==> config.mk <==
export PLATFORM = sky130hd
export DESIGN_NAME = mpg_irq_out
export DESIGN_NICKNAME = d
export VERILOG_FILES = /design/src/mpg_pkg.sv /design/src/mpg_irq_out.sv /design/src/mpg_sync.sv
export SDC_FILE = /design/constraint.sdc
export NUM_CORES = 1
export LEC_CHECK = 0
export BUFFER_PORTS_ARGS = -buffer_cell sky130_fd_sc_hd__buf_4
export CAP_MARGIN = 20
export CELL_PAD_IN_SITES_DETAIL_PLACEMENT = 0
export CELL_PAD_IN_SITES_GLOBAL_PLACEMENT = 1
export CORE_UTILIZATION = 35
export DETAILED_ROUTE_END_ITERATION = 6
export PLACE_DENSITY = 0.65
export SYNTH_ARGS = -nofsm -noshare
export SYNTH_HDL_FRONTEND = slang
export SYNTH_SLANG_ARGS = --single-unit
==> constraint.sdc <==
create_clock -name clk_sys -period 2.1 [get_ports clk_sys]
set_input_delay 0 -clock clk_sys [delete_from_list [all_inputs] [get_ports clk_sys]]
set_output_delay 0 -clock clk_sys [all_outputs]
set_load 0.02 [all_outputs]
==> src/mpg_pkg.sv <==
// package of constants and types for the multi-pulse interrupt and output block
// Summary of operation
// - Writing all ones to the phase output enable field hands the six phase pins to the waveform logic whatever the port direction says.
// - The reload timer input pin feeds the 16-bit reload timer and its direction bit is kept at zero.
// - Each write timing pulse sets the write timing flag and, when enabled, requests an interrupt.
// - A match of the 16-bit timer with the compare clear value sets the compare clear flag and, when enabled, requests an interrupt.
// - A write timing from position detection sets the position detect flag and, when enabled, requests an interrupt.
// - Position detection fires on a selected edge kind of the rotor inputs, and with compare enabled only when they also match the address field.
// - A match of the output data address field with the compare direction field sets the compare match flag and, when enabled, requests an interrupt.
// - A low emergency shutdown input sets the shutdown flag and, when enabled, requests an interrupt.
// - Line A carries shutdown, line B write timing or compare clear, line C position detect or compare match.
// - Each write timing with a pair index below twelve loads the output data pair from that buffer pair and the phase outputs update one clock later.
// - Each phase output follows its select code: 00 low, 01 pulse, 10 inverted pulse, 11 high.
// - The shutdown input forces the phase outputs to a fixed level regardless of the output data.
// - With write source zero a software write to buffer pair zero makes the write timing and data lands one cycle later.
// - A low shutdown input stops the generator outputs.
package mpg_pkg;
	localparam int           PHASES      = 6;
	localparam int           BUF_PAIRS   = 12;
	localparam int           TMR_W       = 16;
	localparam logic [5:0]   OUT_EN_ALL  = 6'h3F;
	localparam logic [2:0]   SRC_SW      = 3'h0;
	localparam logic [15:0]  OUT_DATA_RST = 16'h0000;
	localparam logic [15:0]  TMR_RST     = 16'h0000;
	localparam logic [1:0]   SEL_LOW     = 2'h0;
	localparam logic [1:0]   SEL_PULSE   = 2'h1;
	localparam logic [1:0]   SEL_INV     = 2'h2;
	localparam logic [1:0]   SEL_HIGH    = 2'h3;
	// field positions inside the upper output data byte
	localparam int           ADDR_LSB    = 0;
	localparam int           BANK_BIT    = 3;
	// edge kind codes for position detect
	localparam logic [1:0]   EDGE_NONE   = 2'h0;
	localparam logic [1:0]   EDGE_RISE   = 2'h1;
	localparam logic [1:0]   EDGE_FALL   = 2'h2;
	localparam logic [1:0]   EDGE_BOTH   = 2'h3;

	typedef struct packed {
		logic write_timing;
		logic compare_clear;
		logic position_detect;
		logic compare_match;
		logic shutdown;
	} mpg_evt_t;

	typedef struct packed {
		logic line_a;
		logic line_b;
		logic line_c;
	} mpg_irq_t;
endpackage

==> src/mpg_irq_out.sv <==
// interrupt flags, buffer transfer and phase output selection
`timescale 1ns/10ps
module mpg_irq_out (
	input  wire logic                   clk_sys,
	input  wire logic                   reset,
	// pins
	input  wire logic [2:0]             rotor_position_inputs,
	input  wire logic                   emergency_shutdown_input,
	input  wire logic                   reload_timer_input_pin,
	output logic      [5:0]             phase_out_pins,
	output logic      [5:0]             phase_out_pins_oe,
	// timer and pulse sources
	input  wire logic                   pulse_generator_timer,
	input  wire logic [15:0]            timer_count,
	input  wire logic [15:0]            compare_clear_value,
	input  wire logic                   reload_timer_underflow,
	output logic                        reload_timer_count_in,
	// configuration
	input  wire logic [5:0]             phase_output_enables,
	input  wire logic [2:0]             write_source_select,
	input  wire logic                   position_compare_enable,
	input  wire logic [1:0]             position_edge_kind,
	input  wire logic [2:0]             compare_direction_field,
	input  wire logic [11:0]            shutdown_output_levels,
	input  wire logic                   write_timing_irq_enable,
	input  wire logic                   compare_clear_irq_enable,
	input  wire logic                   position_detect_irq_enable,
	input  wire logic                   compare_match_irq_enable,
	input  wire logic                   shutdown_irq_enable,
	// software access to the buffer pairs
	input  wire logic                   buf_write,
	input  wire logic [3:0]             buf_index,
	input  wire logic [15:0]            buf_data,
	// flag clear, one bit per event
	input  wire mpg_pkg::mpg_evt_t      flag_clear,
	// status
	output mpg_pkg::mpg_evt_t           flags,
	output mpg_pkg::mpg_irq_t           irq,
	output logic [15:0]                 output_data,
	output logic                        write_timing_pulse
);
	logic [15:0]          output_buffer_pairs [mpg_pkg::BUF_PAIRS];
	logic [2:0]           rotor_s;
	logic                 shutdown_s;
	logic                 timer_in_s;
	logic [2:0]           rotor_prev_reg;
	logic                 sw_wt_reg;
	logic                 pos_wt;
	logic                 underflow_prev_reg;
	logic                 uf_pulse;
	logic                 pos_armed_reg;
	logic [3:0]           load_index;
	logic [2:0]           addr_field;
	logic                 cmp_match_now;
	logic                 cmp_match_prev_reg;
	mpg_pkg::mpg_evt_t    evt;

	// turn the select code and pulse level into a pin level
	function automatic logic sel_level(input logic [1:0] sel,
	                                   input logic pulse);
		case (sel)
			mpg_pkg::SEL_LOW:   sel_level = 1'b0;
			mpg_pkg::SEL_PULSE: sel_level = pulse;
			mpg_pkg::SEL_INV:   sel_level = ~pulse;
			default:            sel_level = 1'b1;
		endcase
	endfunction

	mpg_sync #(.W(5)) u_sync (
		.clk_sys (clk_sys),
		.reset   (reset),
		.d       ({rotor_position_inputs, emergency_shutdown_input,
		           reload_timer_input_pin}),
		.q       ({rotor_s, shutdown_s, timer_in_s})
	);

	// the synchronised pin drives the reload timer count input
	assign reload_timer_count_in = timer_in_s;

	assign addr_field = output_data[8+mpg_pkg::ADDR_LSB +: 3];

	// position detect: selected edge kind, gated by a level match with the address when compare is enabled
	always_comb begin
		logic [2:0] rise;
		logic [2:0] fall;
		rise = rotor_s & ~rotor_prev_reg;
		fall = ~rotor_s & rotor_prev_reg;
		pos_wt = 1'b0;
		case (position_edge_kind)
			mpg_pkg::EDGE_RISE: pos_wt = |rise;
			mpg_pkg::EDGE_FALL: pos_wt = |fall;
			mpg_pkg::EDGE_BOTH: pos_wt = |(rise | fall);
			default:            pos_wt = 1'b0;
		endcase
		if (position_compare_enable) begin
			pos_wt = pos_wt && (rotor_s == addr_field);
		end
	end

	always_ff @(posedge clk_sys or posedge reset) begin
		if (reset) begin
			rotor_prev_reg     <= 3'h0;
			underflow_prev_reg <= 1'b0;
			cmp_match_prev_reg <= 1'b0;
		end else begin
			rotor_prev_reg     <= rotor_s;
			underflow_prev_reg <= reload_timer_underflow;
			cmp_match_prev_reg <= cmp_match_now;
		end
	end

	assign uf_pulse = reload_timer_underflow & ~underflow_prev_reg;

	// a position event arms the underflow write timing in the chained mode
	always_ff @(posedge clk_sys or posedge reset) begin
		if (reset) begin
			pos_armed_reg <= 1'b0;
		end else if (pos_wt) begin
			pos_armed_reg <= 1'b1;
		end else if (uf_pulse) begin
			pos_armed_reg <= 1'b0;
		end
	end

	// software write to pair zero delayed one cycle
	always_ff @(posedge clk_sys or posedge reset) begin
		if (reset) begin
			sw_wt_reg <= 1'b0;
		end else begin
			sw_wt_reg <= buf_write && buf_index == 4'h0;
		end
	end

	// write timing source selection
	always_comb begin
		case (write_source_select)
			3'h0:       write_timing_pulse = sw_wt_reg;
			3'h1:       write_timing_pulse = uf_pulse;
			3'h2, 3'h6: write_timing_pulse = pos_wt;
			3'h3, 3'h7: write_timing_pulse = uf_pulse & pos_armed_reg;
			default:    write_timing_pulse = uf_pulse | pos_wt;
		endcase
	end

	// pair zero always in software mode, else bank bit and address
	assign load_index = (write_source_select == mpg_pkg::SRC_SW) ? 4'h0 :
		{output_data[8+mpg_pkg::BANK_BIT], addr_field};

	// buffer pairs written by software
	always_ff @(posedge clk_sys) begin
		if (buf_write && buf_index < 4'hC) begin
			output_buffer_pairs[buf_index] <= buf_data;
		end
	end

	// output data pair loaded on each write timing whose pair index is below 12
	always_ff @(posedge clk_sys or posedge reset) begin
		if (reset) begin
			output_data <= mpg_pkg::OUT_DATA_RST;
		end else if (write_timing_pulse && load_index < 4'hC) begin
			output_data <= output_buffer_pairs[load_index];
		end
	end

	assign cmp_match_now = (addr_field == compare_direction_field);

	// event sources
	always_comb begin
		evt.write_timing    = write_timing_pulse;
		evt.compare_clear   = (timer_count == compare_clear_value);
		evt.position_detect = pos_wt;
		evt.compare_match   = cmp_match_now & ~cmp_match_prev_reg;
		evt.shutdown        = ~shutdown_s;
	end

	// sticky flags, a set wins over a clear
	always_ff @(posedge clk_sys or posedge reset) begin
		if (reset) begin
			flags <= '0;
		end else begin
			flags <= evt | (flags & ~flag_clear);
		end
	end

	// three request lines, held while an enabled flag stays set
	always_comb begin
		irq.line_a = flags.shutdown & shutdown_irq_enable;
		irq.line_b = (flags.write_timing & write_timing_irq_enable) |
			(flags.compare_clear & compare_clear_irq_enable);
		irq.line_c = (flags.position_detect & position_detect_irq_enable) |
			(flags.compare_match & compare_match_irq_enable);
	end

	// phase outputs: select code, shutdown override, enable
	always_ff @(posedge clk_sys or posedge reset) begin
		if (reset) begin
			phase_out_pins    <= 6'h00;
			phase_out_pins_oe <= 6'h00;
		end else begin
			for (int i = 0; i < mpg_pkg::PHASES; i++) begin
				if (!shutdown_s) begin
					phase_out_pins[i] <= sel_level(
						shutdown_output_levels[2*i +: 2],
						1'b0);
				end else begin
					phase_out_pins[i] <= sel_level(
						output_data[2*i +: 2],
						pulse_generator_timer);
				end
			end
			phase_out_pins_oe <= (phase_output_enables == mpg_pkg::OUT_EN_ALL)
				? 6'h3F : 6'h00;
		end
	end
endmodule

==> src/mpg_sync.sv <==
// three-stage input synchroniser with agreement filter
`timescale 1ns/10ps
module mpg_sync #(
	parameter int W = 1
) (
	input  wire logic         clk_sys,
	input  wire logic         reset,
	input  wire logic [W-1:0] d,
	output logic      [W-1:0] q
);
	logic [W-1:0] s1_reg;
	logic [W-1:0] s2_reg;
	logic [W-1:0] s3_reg;

	// shift chain, first stage feeds only the second
	always_ff @(posedge clk_sys or posedge reset) begin
		if (reset) begin
			s1_reg <= '0;
			s2_reg <= '0;
			s3_reg <= '0;
		end else begin
			s1_reg <= d;
			s2_reg <= s1_reg;
			s3_reg <= s2_reg;
		end
	end

	// output takes a bit only when stages two and three agree
	always_ff @(posedge clk_sys or posedge reset) begin
		if (reset) begin
			q <= '0;
		end else begin
			for (int i = 0; i < W; i++) begin
				if (s2_reg[i] == s3_reg[i]) begin
					q[i] <= s2_reg[i];
				end
			end
		end
	end
endmodule

==> run summary, run 1 <==
The worst setup path is captured at an output pin. The critical path data arrival time came out at 2.49 ns. The overall overflow remaining after global route is 0. The worst pin sits at a relative slew slack of 53.3%. The net switching power figure came out at 4.47 mW. The site row count came out at 62. The number of max-cap violations is 0. The final reports fail on setup timing.

The cell internal power dissipation came out at 10.3 mW. The standby leakage power came out at 5.06 nW. In the synthesized netlist the async set-or-reset flop fraction comes to 22.3%. The number of buffers inserted during clock tree synthesis came out at 27. Counting instances in the post-synthesis netlist gives the leading cell types as sky130_fd_sc_hd__edfxtp_1, sky130_fd_sc_hd__dfrtp_1, sky130_fd_sc_hd__mux2i_1, sky130_fd_sc_hd__nand2_1, sky130_fd_sc_hd__mux2_2. The register with the most flip-flops in the layout has 192 of them. The largest registers in the layout are output_buffer_pairs x192, output_data x16, phase_out_pins x6.

The flow ran to the end, but the final reports show violations. The post-route DRC violation count is 0. Counting I/O delays and the setup requirement, the final critical path takes 2.49 ns. The layout-stage area growth over the synthesis result is 30.9%. The die boundary height is 173 µm. The floorplan step set the die width to 173 µm.

The largest fanout on the critical path is 3. After Yosys synthesis, XOR and XNOR cells account for 1.89% of the synthesized area. The leading area contributor after synthesis is sky130_fd_sc_hd__edfxtp_1.

The die area came out at 29,800 µm². Measured on the finished design, the core utilization comes to 46.5%. The share of total power dissipated in the clock network is 30.9%. The worst hold path terminates at output_buffer_pairs[0][6]. The routed wire length is 24,400 µm.

The core region is 28,700 µm². The average wire per cell in the routed design is 19.0 µm. The proportion of total power due to net switching came out at 30.2%.

The post-route clock period utilization is 118%. The critical path required time came out at 2.10 ns. The number of cells on the worst reg-to-reg path is 10. The iteration-0 DRC count of the detailed router is 301. For this run, the leading register cell type out of synthesis is sky130_fd_sc_hd__edfxtp_1.

Summing every instance area after synthesis gives 10,200 µm². The global-route wire length before repair is 38,200 µm. The peak supply drop is 0.579 mV. The number of failing setup endpoints in the final timing report came out at 18. In this run, the combinational gates consume 29.8% of the power.

In the synthesized netlist, mux cells make up 8.75% of the area. The H-tree level count is 1. The sequential element share of the synthesized area is 70.0%. The antenna diode count is 0. The number of primary I/O pins is 137.

Once the floorplan was initialized, standard cells occupied 35.5% of the core. The total cell area at the placement stage is 11,900 µm². The synthesized netlist devotes 9.26% of its cell area to compound gates. The overall track demand over capacity in global routing is 16.6%.

Of the total synthesized cell area, the portion taken by full adders, half adders and majority gates is 1.23%. The hold path depth came out at 3. The fraction of power consumed by sequential logic is 39.4%. Power comes to 14.8 mW.

The maximum frequency from static timing analysis came out at 0.402 GHz. The count of vias placed by the detailed router came out at 6,304. The buffer depth of the longest clock path came out at 3. TritonCTS built the clock tree. The area fraction in and, or, nand and nor cells after synthesis came out at 6.25%.

The type of origin of the critical path is a flop. The most frequent cell after synthesis is sky130_fd_sc_hd__edfxtp_1. The maximum number of pins on one net before global-route repair came out at 56.

The library cell used as clock root buffer is sky130_fd_sc_hd__clkbuf_16. Synthesis handed over a netlist of 670 instances. The source of the worst register-to-register timing path is u_sync.q[4]. The net count of the finished layout is 987. The last weighted congestion value of the routability-driven placer came out at 0.737. The count of final max-slew check failures was 0.

The top cell type's share of synthesized area came out at 56.5%. The total half-perimeter wirelength after legalization and detailed placement is 14,900 µm. The sink count of the clock tree came out at 247.

The summed area of non-filler cells in the final layout is 13,300 µm². The count of yosys warnings during synthesis came out at 0. The aggregate negative setup slack is -5.42 ns.

The remaining antenna violation count after routing is 0. The largest clock skew in the final design is 0.0141 ns. Setup repair after global routing could not meet its margin everywhere. The number of distinct library cells after synthesis is 50. The worst register-to-register path has a setup slack of -0.32 ns. In the routed layout, each cell is associated on average with a via count of 4.90. The via count of the first global-routing pass came to 6,582. The layout cell share with drive strength beyond 1 is 30.2%. The initial antenna violation count came out at 0.

The cell area power density came out at 1110 nW/µm². The number of input and output port buffers inserted came out at 130. The final worst-path setup slack is -0.386 ns. The synthesized flop and latch total came out at 247.

output_buffer_pairs holds more flip-flops than any other register. The endpoint identified for the worst register-to-register timing path is output_data[5]. After clock tree synthesis, the clock-pin slew on the worst setup and hold paths is 0.06 ns. The class of the most critical hold timing path is in2reg.

By startpoint and endpoint, the worst setup path is classified as reg2out. By area, the combinational part of the netlist is dominated by compound AO/OA/AOI/OAI gates. The per-instance average area after synthesis came out at 15.2 µm². The hold path startpoint is buf_index[1]. The clock insertion delay at the later pin of the skew report came out at 0.54 ns. The final number of hold-violating endpoints is 0.

The count of flip-flops with a built-in enable after synthesis is 192. Ranked by total cell area, the synthesized netlist is headed by sky130_fd_sc_hd__edfxtp_1, sky130_fd_sc_hd__dfrtp_1, sky130_fd_sc_hd__mux2i_1. The number of iterations in the first detailed-routing pass is 5. The slew at the pin closest to its max-slew limit came out at 0.701 ns.

The number of nets produced by synthesis is 775.
-- power by group through the flow --
stage	Combinational, mW	Sequential (mW)	Clock [mW]
6_report	4.41	5.83	4.57
3_5_place_dp	4.22	5.94	0
3_3_place_gp	4.23	5.92	0
4_1_cts	4.41	5.84	4.68
5_1_grt	4.75	5.87	4.87
2_1_floorplan	2.32	6.08	0
-- per-stage QoR --
stage	hold slack, ns	instances	worst slack, ns
finish	0.0547	1286	-0.386
global route	0.0656	1286	-0.460
CTS	0.0520	1284	-0.408
detailed placement	0.110	1181	-0.155
global placement	0.111	1181	-0.118
floorplan	0.0314	670	-0.151
-- final cells by class --
| type | count | area [µm²] |
|---|---|---|
| fillers | 2531 | 15400 |
| flip-flops and latches | 247 | 7140 |
| multi-input cells | 365 | 2860 |
| repair buffers | 229 | 1950 |
| clock buffers | 39 | 761 |
| well taps | 384 | 480 |
| clock inverters | 10 | 105 |
| inverters | 12 | 45.0 |
-- repair_timing --
action	in CTS	in global routing
hold buffers	49	0
pin swaps	4	2
gates resized for setup	8	4
setup endpoints to repair	18	18
setup buffers	5	2
endpoints found under the hold margin	268	0
-- routing by layer --
metal / vias up / global-route usage, % / part of all wire [%] / routed length, µm
met3: 35 / 2.77 / 5.0 / 1230
met5: - / 0 / 0 / 0
li1: 2994 / - / - / -
met2: 183 / 29.0 / 49 / 12000
met1: 3092 / 21.4 / 44 / 10700
met4: 0 / 4.09 / 2.1 / 524
-- cells in the final DEF, fill, tap and decap left out, types with 4 or more instances in the layout --
cell type / Yosys / layout
sky130_fd_sc_hd__clkbuf_1: 26 / 8
sky130_fd_sc_hd__a22o_1: 16 / 16
sky130_fd_sc_hd__nor3_2: 0 / 4
sky130_fd_sc_hd__o32a_1: 14 / 14
sky130_fd_sc_hd__and2_1: 15 / 15
sky130_fd_sc_hd__o21ai_0: 22 / 21
sky130_fd_sc_hd__o211ai_1: 29 / 29
sky130_fd_sc_hd__maj3_1: 5 / 5
sky130_fd_sc_hd__mux2_2: 31 / 31
sky130_fd_sc_hd__xor2_1: 22 / 22
sky130_fd_sc_hd__buf_4: 5 / 170
sky130_fd_sc_hd__a21oi_1: 8 / 8
sky130_fd_sc_hd__a2111oi_0: 14 / 14
sky130_fd_sc_hd__nand3_1: 17 / 17
sky130_fd_sc_hd__nor2_1: 22 / 22
sky130_fd_sc_hd__inv_1: 12 / 11
sky130_fd_sc_hd__nand2b_1: 8 / 8
sky130_fd_sc_hd__edfxtp_1: 192 / 192
sky130_fd_sc_hd__buf_12: 0 / 8
sky130_fd_sc_hd__dfrtp_1: 55 / 53
sky130_fd_sc_hd__clkbuf_8: 0 / 4
sky130_fd_sc_hd__nand2_1: 35 / 35
sky130_fd_sc_hd__nor4_1: 6 / 6
sky130_fd_sc_hd__o31a_1: 5 / 5
sky130_fd_sc_hd__clkbuf_16: 0 / 27
sky130_fd_sc_hd__mux2i_1: 52 / 52
sky130_fd_sc_hd__dlygate4sd3_1: 0 / 49
-- cell families after synthesis --
family | Yosys count
flip-flops | 247
AND/OR/NAND/NOR | 125
AO/OA/AOI/OAI | 123
multiplexers | 84
buffers and inverters | 58
XOR/XNOR | 22
adder cells (fa/ha/maj) | 11
-- how the worst max path moves through the flow --
stage          slack (ns)  depth (start not counted)   startpoint                  to
2_1_floorplan       -0.15                          9  u_sync.q[3]      output_data[0]
3_3_place_gp        -0.12                          8  u_sync.q[3]      output_data[5]
3_5_place_dp        -0.15                          8  u_sync.q[3]      output_data[8]
4_1_cts             -0.41                          8  u_sync.q[4]  write_timing_pulse
5_1_grt             -0.46                          8  u_sync.q[4]  write_timing_pulse
6_report            -0.39                          8  u_sync.q[4]  write_timing_pulse
-- critical path: stages (launching register included) --
cell and delay (ns):
sky130_fd_sc_hd__dfrtp_1 0.38, sky130_fd_sc_hd__inv_1 0.06, sky130_fd_sc_hd__ha_2 0.16, sky130_fd_sc_hd__or4_4 0.54, sky130_fd_sc_hd__o21ai_4 0.12, sky130_fd_sc_hd__o31ai_4 0.10
sky130_fd_sc_hd__or3_4 0.35, sky130_fd_sc_hd__buf_12 0.14, sky130_fd_sc_hd__buf_8 0.12
Power figures use the tool's default switching activity.
==> run 2: changes to the inputs <==
--- a/config.mk
+++ b/config.mk
@@ -11,6 +11,7 @@
 export CELL_PAD_IN_SITES_GLOBAL_PLACEMENT = 1
 export CORE_UTILIZATION = 35
 export DETAILED_ROUTE_END_ITERATION = 6
+export GPL_ROUTABILITY_DRIVEN = 0
 export PLACE_DENSITY = 0.65
 export SYNTH_ARGS = -nofsm -noshare
 export SYNTH_HDL_FRONTEND = slang
==> constraint.sdc (replaced) <==
create_clock -name clk_sys -period 2.1 [get_ports clk_sys]
set_input_delay 0.105 -clock clk_sys [delete_from_list [all_inputs] [get_ports clk_sys]]
set_output_delay 0.105 -clock clk_sys [all_outputs]
set_load 0.02 [all_outputs]
==> run summary, run 2 (same netlist as run 1, synthesis figures left out) <==
The standby leakage power is 5.07 nW. The library cell used most frequently in the layout, excluding fill and tap cells, is sky130_fd_sc_hd__edfxtp_1. In the final layout, the registers with the most flip-flops are output_buffer_pairs x192, output_data x16, phase_out_pins x6.

The maximum frequency from static timing analysis is 0.385 GHz. The critical path buffer and inverter count is 3. The cell internal power dissipation is 10.3 mW. The layout-stage area growth over the synthesis result came out at 30.5%.

The number of primary I/O pins is 137. In this design, the largest share of critical-path delay is due to simple AND/OR/NAND/NOR gates. The routed design has 23,700 µm of wire. The count of buffers added on input and output ports is 130. The first global-routing pass estimated 37,100 µm of wire. The die width came out at 173 µm. The count of final max-slew check failures came out at 0. The total core area is 28,700 µm². The net total in the final layout came out at 989. The library cells used most frequently in the layout, excluding fill and tap cells, are sky130_fd_sc_hd__edfxtp_1, sky130_fd_sc_hd__buf_4, sky130_fd_sc_hd__dfrtp_1. Max-cap violations in this run came to 0. In this run the core area contains 62 standard-cell rows. The clock insertion delay at the later pin of the skew report came out at 0.53 ns. The worst setup path category is reg2out. The worst register-to-register path ends at output_data[5]. TritonCTS built the clock tree.

CTS saw 247 sinks. The proportion of total power due to net switching is 30.0%. Counting flops per register, the top entry is output_buffer_pairs. The largest clock skew in the final design came out at 0.0118 ns. The final worst hold slack is 0.0202 ns. The depth of the critical timing path with buffers and inverters included is 8. The launching element of the worst setup path is u_sync.q[4]. The startpoint identified for the worst register-to-register timing path is u_sync.q[4]. The layout has 2,546 filler cells. The register-to-register setup slack is -0.33 ns. The iteration-0 DRC count of the detailed router is 412. The checks that failed: setup timing. Setup slack on the critical path of the routed design comes to -0.497 ns. Walking the worst path, the cells encountered are inv_1, ha_2, or4_4, o21ai_4, nor4_4, or3_4, buf_12, buf_8. The average wire per cell in the routed design came out at 18.4 µm. The die boundary height came out at 173 µm. The cell type of the slowest stage on the worst timing path is sky130_fd_sc_hd__or4_4.

The critical path data arrival time came out at 2.49 ns. STA puts the critical path data required time at 2.00 ns. The floorplan step defined a die boundary enclosing 29,800 µm².

Following the worst setup path forward leads to its endpoint at write_timing_pulse. The number of failing setup endpoints in the final timing report came out at 18. The flow ran to the end, but the final reports show violations. The worst slew margin relative to its limit came out at 60.4%. The number of cells on the worst reg-to-reg path is 10. At the pin with the least slew margin, the transition time is 0.594 ns. The count of vias placed by the detailed router is 6,293.

The path class of the tightest hold or removal check is in2reg. In this run, the combinational gates consume 29.7% of the power. The total half-perimeter wirelength after legalization and detailed placement came out at 15,300 µm. The initial antenna violation count is 0. The H-tree level count came out at 1. Entering global routing, the biggest net connects 41 pins. The number of buffers inserted during clock tree synthesis is 26. The setup slack after placement is -0.115 ns. The fraction of power consumed by sequential logic came out at 39.8%. The final number of hold-violating endpoints came out at 0. The layout cell share with drive strength beyond 1 came out at 30.4%. STA classifies the critical path startpoint as a flop.

The part of the power in the clock network is 30.5%. For this run, the slowest stage of the critical path takes 0.54 ns. The via-per-instance ratio came out at 4.89.

The remaining antenna violation count after routing is 0. The library cell used as clock root buffer is sky130_fd_sc_hd__clkbuf_16. The number of iterations in the first detailed-routing pass is 4. The worst setup path is captured at an output pin. The net switching power figure came out at 4.41 mW. The cell area power density came out at 1100 nW/µm². The via count of the first global-routing pass was 6,409. The initial standard-cell utilization of the core is 35.5%. The number of antenna diodes in the final layout is 0. The overall track demand over capacity in global routing is 16.1%. The peak supply drop came out at 0.630 mV. The buffer depth of the longest clock path is 3. The clock slew at the register clock pins of the worst setup and hold paths came out at 0.06 ns. The overall overflow remaining after global route came out at 0. The register with the most flip-flops in the layout has 192 of them.

After layout, the worst path uses 124% of the clock period. Setup repair after global routing could not meet its margin everywhere. The post-route DRC violation count is 0.

In this run the worst path has a maximum fanout of 4. The shortest clock period the worst path allows after layout is 2.60 ns.
==> run 2: changes by cell type in the layout (fill, tap and decap cells not counted), sizes merged <==
cell / change
clkinv: +2
dlygate4sd3: -3
clkinvlp: -2
inv: -1
buf: +6
==> run 2: per-layer routing <==
metal	share of wire [%]	vias to the layer above	track usage, %
li1	-	3009	-
met4	1.9	0	3.98
met3	5.5	33	2.77
met1	46	3056	22.0
met2	47	195	26.6
met5	0	-	0
==> run 2: worst min-delay path by stage <==
stage	startpoint	to	cells after the start
finish	pulse_generator_timer	phase_out_pins[4]	3
CTS	pulse_generator_timer	phase_out_pins[4]	3
global placement	reset	phase_out_pins[5]	2
detailed placement	reset	phase_out_pins[1]	2
global route	pulse_generator_timer	phase_out_pins[4]	3
floorplan	reload_timer_input_pin	u_sync.s1_reg[0]	0
==> run 2: stage by stage <==
stage	area, µm²	cells	setup TNS, ns	power, mW	utilization [%]
floorplan	10200	670	-1.59	8.40	-
global placement	11900	1189	-1.21	10.2	41.5
detailed placement	11900	1189	-1.56	10.2	41.5
CTS	13300	1286	-4.33	14.8	46.2
global route	13300	1288	-6.97	15.4	46.4
finish	13300	1288	-5.46	14.7	46.4
==> run 2: area by class of cell <==
cell class / instances / area, µm² / share of cell area, %
sequential: 247 / 7140 / 53.7
inverter: 12 / 45.0 / 0.339
timing repair buffer: 232 / 1940 / 14.6
clock buffer: 39 / 751 / 5.64
multi-input combinational: 365 / 2850 / 21.4
tap: 384 / 480 / 3.61
clock inverter: 9 / 91.3 / 0.687
==> run 2: worst reg2reg max path: cells and delay by family (launching register included) <==
kind	cells	cell delay (ns)
compound gates	2	0.31
fa+ha+maj	1	0.16
buf+inv	4	0.47
flops	1	0.39
simple gates	3	0.99
==> run 2: what timing repair did <==
action	in CTS	in global routing
endpoints found under the setup margin	18	18
endpoints found under the hold margin	240	0
buffers inserted	4	2
pin swaps	5	1
hold buffers	46	0
resized for setup	5	4
==> run 2: power groups by stage <==
stage	sequential [mW]	combinational (mW)	clock [mW]
final	5.85	4.36	4.47
after detailed placement	5.95	4.23	0
after global routing	5.90	4.71	4.77
after CTS	5.86	4.38	4.59
after global placement	5.95	4.23	0
after floorplan	6.08	2.32	0
==> run 3: changes to the inputs <==
--- a/config.mk
+++ b/config.mk
@@ -5,6 +5,7 @@
 export SDC_FILE = /design/constraint.sdc
 export NUM_CORES = 1
 export LEC_CHECK = 0
+export ABC_AREA = 1
 export BUFFER_PORTS_ARGS = -buffer_cell sky130_fd_sc_hd__buf_4
 export CAP_MARGIN = 20
 export CELL_PAD_IN_SITES_DETAIL_PLACEMENT = 0
@@ -12,7 +13,7 @@
 export CORE_UTILIZATION = 35
 export DETAILED_ROUTE_END_ITERATION = 6
 export GPL_ROUTABILITY_DRIVEN = 0
-export PLACE_DENSITY = 0.65
+export PLACE_DENSITY = 0.67
 export SYNTH_ARGS = -nofsm -noshare
 export SYNTH_HDL_FRONTEND = slang
 export SYNTH_SLANG_ARGS = --single-unit
==> run summary, run 3 <==
The slew at the pin closest to its max-slew limit came out at 0.807 ns. The number of input and output port buffers inserted is 130. The sequential element share of the synthesized area is 66.8%. The sink count of the clock tree came out at 247. The total half-perimeter wirelength after legalization and detailed placement came out at 16,000 µm. The register with the most flip-flops in the final layout is output_buffer_pairs. The class of the most critical hold timing path is in2reg.

Max-cap violations in this run came to 0. The layout-stage area growth over the synthesis result is 28.7%. Counting tap cells, the placed design contains a total of 1,499 instances.

The largest registers in the layout are output_buffer_pairs x192, output_data x16, phase_out_pins x6. The die area came out at 31,200 µm². The type of origin of the critical path is a flop. With fillers left out, the area of the finished cells amounts to 13,800 µm². In the layout the commonest cells are sky130_fd_sc_hd__nand2_1, sky130_fd_sc_hd__edfxtp_1, sky130_fd_sc_hd__buf_4. The net switching power figure is 4.80 mW.

The final number of hold-violating endpoints came out at 0. The buffer depth of the longest clock path came out at 3. The number of cells in the finished layout apart from fillers is 1,608. In the synthesized netlist the dominant register cell turns out to be sky130_fd_sc_hd__edfxtp_1.

The total cell area at the placement stage came out at 12,300 µm². Setup violations remaining at the end of the flow were counted as 0. Across the VDD grid, the largest voltage drop is 0.565 mV. After synthesis, the cell types taking the most area are sky130_fd_sc_hd__edfxtp_1, sky130_fd_sc_hd__dfrtp_1, sky130_fd_sc_hd__nand2_1. Dividing the detail-routed via count by the number of cells gives 4.66.

STA classifies the critical path endpoint as an output pin. Measured against its own limit, the worst slew margin works out to 46.2%. The standby leakage power came out at 5.91 nW. The cell area after synthesis came out at 10,700 µm². In this run, synthesis produced a sequential element count of 247. The per-instance average area after synthesis came out at 10.9 µm².

The sequential cell area is 7150 µm². Broken down by cell family, the worst path's largest delay share belongs to simple AND/OR/NAND/NOR gates. The library cell used as clock root buffer is sky130_fd_sc_hd__clkbuf_16. The critical path data arrival time is 1.88 ns. The synthesized design contains 192 enable-type register cells. The post-synthesis cell count is 985.

The maximum number of pins on one net before global-route repair came out at 63. The utilization after layout is 46.1%. The library cell used most frequently in the layout, excluding fill and tap cells, is sky130_fd_sc_hd__nand2_1. For the final database, setup skew stands at 0.0215 ns. The antenna diode count came out at 0. The slowest stage of the critical path belongs to the cell sky130_fd_sc_hd__dfrtp_1. The overall track demand over capacity in global routing is 16.8%. By instance count, the cell type seen most on the critical path is sky130_fd_sc_hd__nand3_1.

After synthesis, the share of flip-flops with an asynchronous set or reset is 22.3%. The critical path goes through inv_2, ha_1, nand3_1, nand3_1, nand3_2, nand3_4, nand2_4, buf_4. The number of buffers inserted during clock tree synthesis came out at 27.

The maximum frequency from static timing analysis is 0.505 GHz. The routed wire length came out at 25,500 µm. The area of the multi-input gates is 2800 µm². After synthesis, the most frequently instantiated cells are sky130_fd_sc_hd__nand2_1, sky130_fd_sc_hd__edfxtp_1, sky130_fd_sc_hd__nand3_1, sky130_fd_sc_hd__inv_1, sky130_fd_sc_hd__nor2_1.

The number of primary I/O pins came out at 137. The leading area contributor after synthesis is sky130_fd_sc_hd__edfxtp_1. The critical path required time came out at 2.00 ns. The fraction of power consumed by sequential logic came out at 38.6%.

The setup slack after placement is 0.186 ns. The flow ran to the end, and the final reports show no timing, DRC or antenna violations. The count of vias placed by the detailed router is 7,498. The final worst-path setup slack came out at 0.119 ns. In this run the power density over the cells is 1090 nW/µm². The cell internal power dissipation is 10.2 mW. In this run the number of H-tree levels came out at 1.

The total of fill cells in the finished design is 2,776. After floorplanning, the core was sized to cover 29,900 µm². The post-route clock period utilization came out at 94.3%. The largest stage delay on the critical path came out at 0.42 ns. The worst setup path category is reg2out. The clock network burns 30.9% of the power. The critical path contains buffers and inverters numbering 2 combined. The count of final max-slew check failures came out at 0.

The count of yosys warnings during synthesis came out at 0. Yosys instantiated no cell more often than sky130_fd_sc_hd__nand2_1. After global routing the overflow that remains totals 0. The remaining antenna violation count after routing came out at 0. Before antenna repair, the detailed router went through 5 iterations. Combinational logic burns 30.5% of the power. The layout cell share with drive strength beyond 1 is 21.3%. The initial antenna violation count was 1. The proportion of total power due to net switching is 32.0%. The global-route wire length before repair is 40,000 µm. The initial standard-cell utilization of the core came out at 35.8%. The post-route DRC violation count is 0. Row generation in the floorplan step produced 63 rows. The flip-flop count of the largest register after layout is 192. The iteration-0 DRC count of the detailed router came out at 350. The clock insertion delay at the later pin of the skew report came out at 0.54 ns. The clock slew at the register clock pins of the worst setup and hold paths is 0.06 ns.

The average wire per cell in the routed design is 15.9 µm. The die width is 177 µm. The shortest clock period the worst path allows after layout came out at 1.98 ns. The number of nets in the synthesized netlist is 1,090. The net total in the final layout came out at 1,302. After synthesis, the largest area contributor takes up 53.9% of total cell area. The via count of the first global-routing pass came out at 7,335.

The number of distinct library cells after synthesis is 37. The largest fanout on the critical path came out at 4. TritonCTS built the clock tree. The die boundary height is 177 µm.
-- run 3: metal layers --
metal  part of all wire, %  GRT usage (%)
met1                    42           21.2
met2                    50           29.7
met3                   5.4           2.56
met4                   2.3           4.45
met5                 0.051              0
-- run 3: path summary, 6_finish.rpt --
path / from / end / slack (ns) / depth (start not counted)
max: u_sync.q[2] / write_timing_pulse / 0.12 / 8
min in group asynchronous: reset / rotor_prev_reg[0] / 0.19 / 3
max in group asynchronous: reset / output_data[8] / 1.35 / 4
max reg2reg: output_data[8] / phase_out_pins[4] / 0.19 / 6
min reg2reg: u_sync.s1_reg[4] / u_sync.s2_reg[4] / 0.35 / 0
min: position_edge_kind[1] / pos_armed_reg / 0.04 / 5
-- run 3: cell families after synthesis --
group,after synthesis,share of synthesized area [%]
simple gates,458,19.1
flops,247,66.8
buf+inv,183,7.19
compound gates,71,4.48
xor+xnor,15,1.23
fa+ha+maj,11,1.17
-- run 3: what timing repair did --
action	4_1_cts	5_1_grt
hold buffers	49	0
resized for setup	0	4
endpoints found under the setup margin	1	1
endpoints found under the hold margin	234	0
cloned	0	0
pin swaps	1	4
setup buffers	8	2
-- run 3: per-stage QoR --
step / TNS [ns] / hold slack [ns] / power [mW]
2_1_floorplan: 0 / 0.136 / 8.57
3_3_place_gp: 0 / 0.199 / 10.3
3_5_place_dp: 0 / 0.194 / 10.3
4_1_cts: 0 / 0.0212 / 15.2
5_1_grt: -0.0227 / 0.0524 / 15.9
6_report: 0 / 0.0355 / 15.0
-- run 3: tightest hold or removal path, cell delays in order --
cell and delay [ns]:
sky130_fd_sc_hd__buf_4 0.09, sky130_fd_sc_hd__nand3_1 0.08, sky130_fd_sc_hd__nand3_2 0.11, sky130_fd_sc_hd__nand2_1 0.08, sky130_fd_sc_hd__nand2_1 0.06
-- run 3: power by group through the flow --
| stage | clock, mW | sequential [mW] | combinational [mW] |
|---|---|---|---|
| CTS | 4.77 | 5.80 | 4.64 |
| global route | 4.95 | 5.84 | 5.14 |
| global placement | 0 | 5.98 | 4.33 |
| finish | 4.64 | 5.80 | 4.58 |
| floorplan | 0 | 6.08 | 2.49 |
| detailed placement | 0 | 5.98 | 4.36 |
-- run 3: cell type report --
| type | instances | share of cell area (%) |
|---|---|---|
| clock buffer | 41 | 5.66 |
| clock inverter | 9 | 0.700 |
| inverter | 131 | 3.57 |
| multi-input combinational | 555 | 20.3 |
| sequential | 247 | 51.9 |
| tap | 390 | 3.55 |
| timing repair buffer | 235 | 14.3 |
